==> src/sram_port_pkg.sv <==
// Constants and carrier types for the static memory controller.
// Assumes a 25 MHz clock; all pin timing is derived from it.
package sram_port_pkg;
  localparam int clk_period_ns = 40;
  localparam int clk_mhz = 25;
  localparam int addr_w = 17;
  localparam int data_w = 16;
  localparam int lane_w = 8;
  // Times in their own units (slower grade figures cover both grades)
  localparam int powerup_wait_us = 1;
  localparam int address_access_delay_ns = 12;
  localparam int address_change_hold_ns = 3;
  localparam int write_data_setup_ns = 6;
  localparam int strobe_output_turnoff_ns = 6;
  localparam int write_pulse_ns = 8;
  localparam int output_enable_access_ns = 8;
  // Cycle counts: least times round up, never below one cycle
  function automatic int ceil_cycles(input int ns);
    int c;
    c = (ns + clk_period_ns - 1) / clk_period_ns;
    return (c < 1) ? 1 : c;
  endfunction
  localparam int powerup_cycles = powerup_wait_us * clk_mhz;
  localparam int read_cycles = ceil_cycles(address_access_delay_ns);
  localparam int write_cycles = ceil_cycles(write_pulse_ns + strobe_output_turnoff_ns
                                             + write_data_setup_ns);
  localparam int cnt_w = 8;
  localparam logic [cnt_w-1:0] cnt_zero = 8'h00;
  localparam logic [cnt_w-1:0] cnt_one = 8'h01;

  typedef struct packed {
    logic write;
    logic [1:0] lanes;
    logic [addr_w-1:0] addr;
    logic [data_w-1:0] wdata;
  } mem_req_t;

  typedef struct packed {
    logic chip_select_n;
    logic output_enable_n;
    logic write_strobe_n;
    logic low_lane_enable_n;
    logic high_lane_enable_n;
  } mem_ctl_t;

  localparam mem_ctl_t ctl_idle = 5'h1F;
endpackage

==> src/sram_cycle_timer.sv <==
// Down counter that times the access phase of each read or write cycle.
// Assumes a single clock and a load pulse from the sequencer.
`timescale 1ns/1ps
module sram_cycle_timer (
  input wire logic clk,
  input wire logic rst,
  input wire logic load,
  input wire logic [sram_port_pkg::cnt_w-1:0] load_value,
  output logic done
);
  logic [sram_port_pkg::cnt_w-1:0] count;
  logic [sram_port_pkg::cnt_w-1:0] next_count;

  always_comb begin
    next_count = count;
    if (load) begin
      next_count = load_value;
    end else if (count != sram_port_pkg::cnt_zero) begin
      next_count = count - sram_port_pkg::cnt_one;
    end
  end

  always_ff @(posedge clk or posedge rst) begin
    if (rst) begin
      count <= sram_port_pkg::cnt_zero;
    end else begin
      count <= next_count;
    end
  end

  assign done = (count == sram_port_pkg::cnt_zero) && !load;
endmodule

==> src/sram_host_ctrl.sv <==
// Controller that drives an asynchronous 128K x 16 static memory by its pins.
// Assumes the memory shares clk-free pins; read data is sampled synchronously.
// Contract
// Wait 1 us after power before access
// Write happens while select, strobe, lane low
// Write ends on first strobe/select/lane rise
// Address stable before and after write strobe
// Lane enable held low before write end
// Write data set up, held past end
// Strobe-ended write with output enable stretched
// Read data valid after address access delay
// Old data held briefly after address change
// Data valid after select falls
// Data valid after output enable falls
// Lane data valid after lane enable falls
// Lane released after lane enable rises
// Memory powers down after select rises
// Data pins float when output or lanes off
// Joint select/strobe rise keeps outputs floating
// Write strobe high throughout every read
// Address valid by select falling edge
// Memory turns outputs off faster than on
// Read drives only enabled lanes
// Write stores only enabled lanes
// 17-bit address, 16-bit data, two lanes
`timescale 1ns/1ps
module sram_host_ctrl #(
  parameter int powerup_cycles = sram_port_pkg::powerup_cycles
) (
  input wire logic clk,
  input wire logic rst,
  input wire logic req_valid,
  input wire sram_port_pkg::mem_req_t req,
  output logic req_ready,
  output logic rsp_valid,
  output logic [sram_port_pkg::data_w-1:0] rsp_data,
  output logic [sram_port_pkg::addr_w-1:0] mem_addr,
  output sram_port_pkg::mem_ctl_t mem_ctl,
  input wire logic [sram_port_pkg::data_w-1:0] mem_data_in,
  output logic [sram_port_pkg::data_w-1:0] mem_data_out,
  output logic mem_data_oe
);
  typedef enum logic [2:0] {st_power, st_idle, st_read, st_write, st_release} state_t;

  state_t state;
  state_t next_state;
  logic [31:0] power_count;
  logic [31:0] next_power_count;
  logic next_req_ready;
  logic next_rsp_valid;
  logic [sram_port_pkg::data_w-1:0] next_rsp_data;
  logic [sram_port_pkg::addr_w-1:0] next_mem_addr;
  sram_port_pkg::mem_ctl_t next_mem_ctl;
  logic [sram_port_pkg::data_w-1:0] next_mem_data_out;
  logic next_mem_data_oe;
  logic [1:0] lanes;
  logic [1:0] next_lanes;
  logic timer_load;
  logic [sram_port_pkg::cnt_w-1:0] timer_value;
  logic timer_done;
  logic take;

  ////////////////////////////////////////////////////////////////////////////
  sram_cycle_timer timer (
    .clk(clk),
    .rst(rst),
    .load(timer_load),
    .load_value(timer_value),
    .done(timer_done)
  );

  // Keep only bytes whose lane enable was low
  function automatic logic [sram_port_pkg::data_w-1:0] lane_mask(
    input logic [sram_port_pkg::data_w-1:0] d, input logic [1:0] en);
    lane_mask = {en[1] ? d[sram_port_pkg::data_w-1:sram_port_pkg::lane_w]
                       : 8'h00,
                 en[0] ? d[sram_port_pkg::lane_w-1:0] : 8'h00};
  endfunction

  ////////////////////////////////////////////////////////////////////////////
  // Power-up wait counter, stops at its ceiling
  always_comb begin
    next_power_count = power_count;
    if (power_count < 32'(powerup_cycles)) begin
      next_power_count = power_count + 32'd1;
    end
  end

  always_ff @(posedge clk or posedge rst) begin
    if (rst) begin
      power_count <= 32'h0000_0000;
    end else begin
      power_count <= next_power_count;
    end
  end

  ////////////////////////////////////////////////////////////////////////////
  // Access sequencer
  assign take = (state == st_idle) && req_valid && req_ready;

  always_comb begin
    next_state = state;
    next_req_ready = 1'b0;
    next_rsp_valid = 1'b0;
    next_rsp_data = rsp_data;
    next_lanes = lanes;
    timer_load = 1'b0;
    timer_value = sram_port_pkg::cnt_zero;
    case (state)
      st_power: begin
        if (power_count >= 32'(powerup_cycles)) begin
          next_state = st_idle;
          next_req_ready = 1'b1;
        end
      end
      st_idle: begin
        next_req_ready = 1'b1;
        if (take) begin
          next_req_ready = 1'b0;
          next_lanes = req.lanes;
          timer_load = 1'b1;
          if (req.write) begin
            timer_value = sram_port_pkg::cnt_w'(sram_port_pkg::write_cycles);
            next_state = st_write;
          end else begin
            timer_value = sram_port_pkg::cnt_w'(sram_port_pkg::read_cycles);
            next_state = st_read;
          end
        end
      end
      st_read: begin
        if (timer_done) begin
          next_rsp_data = lane_mask(mem_data_in, lanes);
          next_rsp_valid = 1'b1;
          next_state = st_release;
        end
      end
      st_write: begin
        if (timer_done) begin
          next_rsp_valid = 1'b1;
          next_state = st_release;
        end
      end
      st_release: begin
        next_req_ready = 1'b1;
        next_state = st_idle;
      end
      default: begin
        next_state = st_power;
      end
    endcase
  end

  always_ff @(posedge clk or posedge rst) begin
    if (rst) begin
      state <= st_power;
      req_ready <= 1'b0;
      rsp_valid <= 1'b0;
      rsp_data <= 16'h0000;
      lanes <= 2'h0;
    end else begin
      state <= next_state;
      req_ready <= next_req_ready;
      rsp_valid <= next_rsp_valid;
      rsp_data <= next_rsp_data;
      lanes <= next_lanes;
    end
  end

  ////////////////////////////////////////////////////////////////////////////
  // Memory pins
  always_comb begin
    next_mem_addr = mem_addr;
    next_mem_ctl = mem_ctl;
    next_mem_data_out = mem_data_out;
    next_mem_data_oe = mem_data_oe;
    case (state)
      st_idle: begin
        if (take) begin
          // Address set with select, never after it
          next_mem_addr = req.addr;
          next_mem_ctl.chip_select_n = 1'b0;
          next_mem_ctl.low_lane_enable_n = !req.lanes[0];
          next_mem_ctl.high_lane_enable_n = !req.lanes[1];
          if (req.write) begin
            // Output enable stays high so no turnoff stretch is needed
            next_mem_ctl.output_enable_n = 1'b1;
            next_mem_ctl.write_strobe_n = 1'b0;
            next_mem_data_out = req.wdata;
            next_mem_data_oe = 1'b1;
          end else begin
            next_mem_ctl.output_enable_n = 1'b0;
            next_mem_ctl.write_strobe_n = 1'b1;
            next_mem_data_oe = 1'b0;
          end
        end
      end
      st_read: begin
        if (timer_done) begin
          next_mem_ctl = sram_port_pkg::ctl_idle;
        end
      end
      st_write: begin
        if (timer_done) begin
          // Strobe, select and lanes rise together; data and address held
          next_mem_ctl = sram_port_pkg::ctl_idle;
        end
      end
      st_release: begin
        // One idle cycle: data hold after write end, bus turnaround
        next_mem_data_oe = 1'b0;
      end
      default: begin
        next_mem_ctl = sram_port_pkg::ctl_idle;
      end
    endcase
  end

  always_ff @(posedge clk or posedge rst) begin
    if (rst) begin
      mem_addr <= 17'h0_0000;
      mem_ctl <= sram_port_pkg::ctl_idle;
      mem_data_out <= 16'h0000;
      mem_data_oe <= 1'b0;
    end else begin
      mem_addr <= next_mem_addr;
      mem_ctl <= next_mem_ctl;
      mem_data_out <= next_mem_data_out;
      mem_data_oe <= next_mem_data_oe;
    end
  end
endmodule

==> config.mk <==
export PLATFORM = sky130hd
export DESIGN_NAME = sram_host_ctrl
export DESIGN_NICKNAME = d
export VERILOG_FILES = /design/src/sram_port_pkg.sv /design/src/sram_cycle_timer.sv /design/src/sram_host_ctrl.sv
export SDC_FILE = /design/constraint.sdc
export NUM_CORES = 1
export LEC_CHECK = 0
export BUFFER_PORTS_ARGS = -buffer_cell sky130_fd_sc_hd__buf_2
export CAP_MARGIN = 20
export CORE_MARGIN = 2
export CORE_UTILIZATION = 55
export DETAILED_ROUTE_END_ITERATION = 16
export HOLD_SLACK_MARGIN = 0.06
export PLACE_DENSITY = 0.84
export SYNTH_ARGS = -nofsm -noshare
export SYNTH_HDL_FRONTEND = slang
export SYNTH_SLANG_ARGS = --single-unit
export TNS_END_PERCENT = 1
==> constraint.sdc <==
create_clock -name clk -period 6.8 [get_ports clk]
set_input_delay 1.36 -clock clk [delete_from_list [all_inputs] [get_ports clk]]
set_output_delay 1.36 -clock clk [all_outputs]
set_load 0.005 [all_outputs]
# Yosys cells after proc, flatten, opt, wreduce, memory -nomap -nowiden
# Index checks and enable logic that the tools add are counted.
classes:
  add_sub_neg: 2
  order_cmp: 2
  eq_ne: 7
  mux: 25
  bitwise: 1
  n_reduce_logical: 18
ops:
  columns: ["op", "n"]
  rows:
  - ["$add 32x1->32 const B", 1]
  - ["$ge 32x5->1 const B", 1]
  - ["$lt 32x5->1 const B", 1]
  - ["$mux 8", 4]
  - ["$pmux 5 s3", 1]
  - ["$pmux 3 s4", 1]
  - ["$mux 1", 11]
  - ["$mux 5", 2]
  - ["$mux 3", 3]
  - ["$reduce_and 3->1", 3]
  - ["$logic_not 8->1", 1]
  - ["$reduce_bool 8->1", 1]
  - ["$sub 8x1->8 const B", 1]
  - ["$eq 3x2->1 const B", 2]
  - ["$reduce_and 2->1", 3]
  - ["$ne 2x2->1 const B", 2]
  - ["$reduce_bool 2->1", 2]
  - ["$eq 3x1->1 const B", 1]
  - ["$eq 3x3->1 const B", 1]
  - ["$logic_and 1x1->1", 3]
  - ["$logic_not 1->1", 3]
  - ["$logic_not 3->1", 1]
  - ["$pmux 1 s3", 1]
  - ["$mux 2", 1]
  - ["4 further kinds", 4]
word_totals:
  ff_bits: 102
  in_bits: 55
  word_cells: 70

# Depth between registers and ports, before layout
depth:
  ltp_word: 9
  depth_mapped: 7

# Hierarchy
# A second synthesis with hierarchy kept.
unflattened:
  hier_cells: 369
  hier_area_um2: 4051.4
by_module_without_submodules:
  columns: ["mod", "n_inst", "cells_per_inst", "area_per_inst_um2", "seq_area_each_um2"]
  rows:
  - ["sram_host_ctrl", 1, 315, 3555.9, 2358.5]
  - ["sram_cycle_timer", 1, 54, 495.5, 200.2]

# Worst setup path before layout
# OpenSTA, ideal clock, no wires.
synth_timing:
  kind: "input port to flip-flop"
  startpoint: "in req_valid"
  endpoint: "reg mem_data_out[0] in the netlist's numbering"
  setup_ps: 125
  arrival_time_ps: 2471
  path_slack_ps: 4204
  stages: 6
  path_buffers: 2
  cell_sequence: "and2_1 > and3_1 > buf_4 > nand2_2 > buf_4 > mux2_2"
synth_between:
  elab_chain_cells: 3
synth_rtl:
  columns: ["item", "line_no", "source"]
  rows:
  - ["start, declared", "sram_host_ctrl.sv:32", "input wire logic req_valid,"]
  - ["$logic_and 1x1->1 (2 in a row)", "sram_host_ctrl.sv:99", "assign take = (state == st_idle) && req_valid && req_ready;"]
  - ["$reduce_and 3->1 (no line)", null, null]
  - ["end signal, assigned", "sram_host_ctrl.sv:228", "mem_data_out <= next_mem_data_out;"]
  - ["end, declared", "sram_host_ctrl.sv:40", "output logic [sram_port_pkg::data_w-1:0] mem_data_out,"]
# Every way passes these cells.
# A chain may end at the register's enable or synchronous reset.

# Worst setup path in the final report
layout_timing:
  startpoint: "in req_valid"
  endpoint: "reg mem_data_out[8] in the netlist's numbering"
# The elaborated chain is that of the path after synthesis.

==> impl_metrics.toml <==
[power]
p_per_area_nw_per_um2 = 224.1
max-vdd-ir-drop_v = 0.0001448
leakage_nw = 2.519

[timing]
hold_viol_final = 0
timing.fmax_mhz = 398.9
tns_ns = 0
finalMaxSlewViolations = 0
skew_ns = 0.01230
worst_slack_ns = 4.293
layout_min_cycle_time_ns = 2.507
min_period_over_period_pct = 36.87
finalSetupViolCount = 0
rsz0062_at_grt = "false"
tightest_slew_ns = 0.8973
slew_headroom_pct = 40.01

[synthesis]
synth_top_family_by_area = "simple AND/OR/NAND/NOR gates"
yosys_warnings = 0
synth_top_area_cell = "dfrtp_1"
synth_adder_area_share_pct = 1.277
synth-xor-area-share_pct = 1.564
synth-compound-area-share_pct = 7.182
syn_inst = 356
syn_nets = 415
ys.flop_type = "dfrtp_1"
yosys.area_share.simple_pct = 15.13
ys_ff_latch = 102
muxShareOfSynthArea_pct = 4.883
synth.cell_area_um2 = 3920
netlist_top_cells_area = "dfrtp_1 (62%), nand2_1 (9.0%), mux2_2 (4.9%)"
seq_area_frac_synth_pct = 65.27
synthArstFlopShare_pct = 100.0
avgSynthCellArea_um2 = 11.01
synth_cell_types = 41
synth_edf_count = 0
synth_top_area_share_pct = 61.92

[place]
post-place-ws_ns = 3.900
portBuffers = 111
routabilityCongestion = 0.8020
dpl.hpwl_um = 5466

[worst_setup_path]
setup.worst_path.class = "input pin to flip-flop"
end_kind = "flip-flop"
cp.arrival_ns = 2.76
cp_data_required_time_ns = 7.05
cp-start-kind = "input pin"
critPathMaxFanout = 28

[die]
start_util_pct = 57.38
dieArea_um2 = 7819
die_h_um = 88.43
chipWidth_um = 88.43
core_area_um2 = 6832
ios = 112
std_cell_rows = 30

[clock_network]
clock-sinks = 102
tritoncts = "yes"
ctsHoldBuffers = 0
numCtsBuffers = 9
h-tree-depth = 3
clk_path_buf_depth = 2
path_clk_slew_ns = 0.09
clk_latency_ns = 0.37
cts-resized-gates = 0
root_buffer = "clkbuf_8"
cts_setup_buffers = 0

[grt]
grt_pass1_vias = 2811
antenna_found_initial = 0
grt_use_total_pct = 20.47
grt_pass1_wl_um = 12230
grt-ovfl-total = 0
grt_max_degree = 58

[drt]
first_iter_violations = 168
routed_via_density = 5.048
post_drt_wl_per_cell_um = 14.01
ant_nets = 0
drt_wl_total_um = 7624
vias = 2746
drc = 0
dr.pass1.iters = 4

[run_status]
status = "complete, no violations"

[cells_and_area]
num_antenna_cells = 0
areaGrowthSynthToFinish_pct = 19.95
drive_gt1_share_pct = 34.60
fin_nets = 502

[worst_hold_path]
worst_hold_path_type = "flip-flop to flip-flop"

[flow_run]
max_cap_viol_count = 0
area by class of cell:
type / instances / area, um^2
Timing Repair Buffer: 114 / 585.6
Clock buffer: 11 / 141.4
Sequential cell: 102 / 2559
Clock inverter: 5 / 82.58
Fill cell: 517 / 2130
Tap cell: 96 / 120.1
Multi-Input combinational cell: 207 / 1177
Inverter: 9 / 36.28
kinds of logic after synthesis:
kind of cell             Yosys count
adder cells (fa/ha/maj)            4
AND/OR/NAND/NOR                  135
multiplexers                      17
AO/OA/AOI/OAI                     44
buffers and inverters             47
XOR/XNOR                           7
flip-flops                       102
per-layer routing:
metal | vias to the layer above | global-route usage, % | wire length (um)
met3 | 10 | 8.489 | 575
met5 | - | 0 | 0
li1 | 1334 | - | -
met2 | 96 | 33.70 | 3675
met4 | 0 | 7.851 | 114
met1 | 1306 | 24.14 | 3258
registers in the layout (all words and copies together), names as in the netlist:
signal and cells:
mem_ctl 5, lanes 2, mem_data_out 16, rsp_valid 1
state 3, rsp_data 16, mem_data_oe 1, power_count 32
req_ready 1, mem_addr 17, timer.count 8
through the flow:
stage	utilization [%]	total power [mW]	cell area (um^2)	hold WS, ns	std cells
detailed placement	65.33	0.6471	4463	0.3656	527
floorplan	-	0.6274	3920	0.4294	356
CTS	68.61	1.064	4687	0.3883	543
global route	68.83	1.092	4702	0.3924	544
finish	68.83	1.054	4702	0.3813	544
global placement	65.33	0.6461	4463	0.3649	527
report_power, final:
part	total, mW	internal (mW)	switching, mW
Clock	0.419	0.218	0.201
Combinational	0.0281	0.0116	0.0166
Sequential	0.606	0.606	0
critical path, stage by stage:
cell	delay [ns]
buf_2	0.10
and2_1	0.16
and3_1	0.17
buf_4	0.22
nand2_2	0.34
mux2_2	0.38
cell usage in the layout, fill, tap and decap left out, types with 4 or more instances in the layout:
| cell | n |
|---|---|
| a21oi_1 | 5 |
| and3_1 | 4 |
| buf_2 | 111 |
| clkbuf_8 | 10 |
| dfrtp_1 | 97 |
| dfstp_2 | 5 |
| ha_1 | 4 |
| inv_1 | 8 |
| mux2_2 | 17 |
| nand2_1 | 94 |
| nor2_1 | 8 |
| nor3_1 | 6 |
| nor4_1 | 6 |
| o21ai_0 | 21 |
| xor2_1 | 4 |
worst paths after layout:
path,cells past startpoint,endpoint,slack (ns),from
setup / recovery,6,mem_data_out[8]$_DFFE_PP0P_,4.29,req_valid
hold / removal,0,power_count[25]$_DFFE_PP0N_,0.38,power_count[25]$_DFFE_PP0N_
setup reg to reg,6,mem_ctl[1]$_DFFE_PP1P_,4.80,timer.count[0]$_DFFE_PP0P_
hold reg to reg,0,power_count[25]$_DFFE_PP0N_,0.38,power_count[25]$_DFFE_PP0N_
max in group asynchronous,3,state[2]$_DFFE_PP0P_,4.66,rst
min in group asynchronous,2,power_count[27]$_DFFE_PP0N_,1.04,rst
cells in the mapped netlist, types with 4 or more instances:
| cell type | n |
|---|---|
| nor3_1 | 6 |
| and3_1 | 4 |
| inv_1 | 9 |
| nor2_1 | 8 |
| a21oi_1 | 5 |
| o21ai_0 | 21 |
| nand2_1 | 94 |
| xor2_1 | 4 |
| mux2_2 | 17 |
| dfrtp_1 | 97 |
| dfstp_2 | 5 |
| clkbuf_1 | 34 |
| nor4_1 | 6 |
| ha_1 | 4 |
Power figures use the tool's default switching activity.
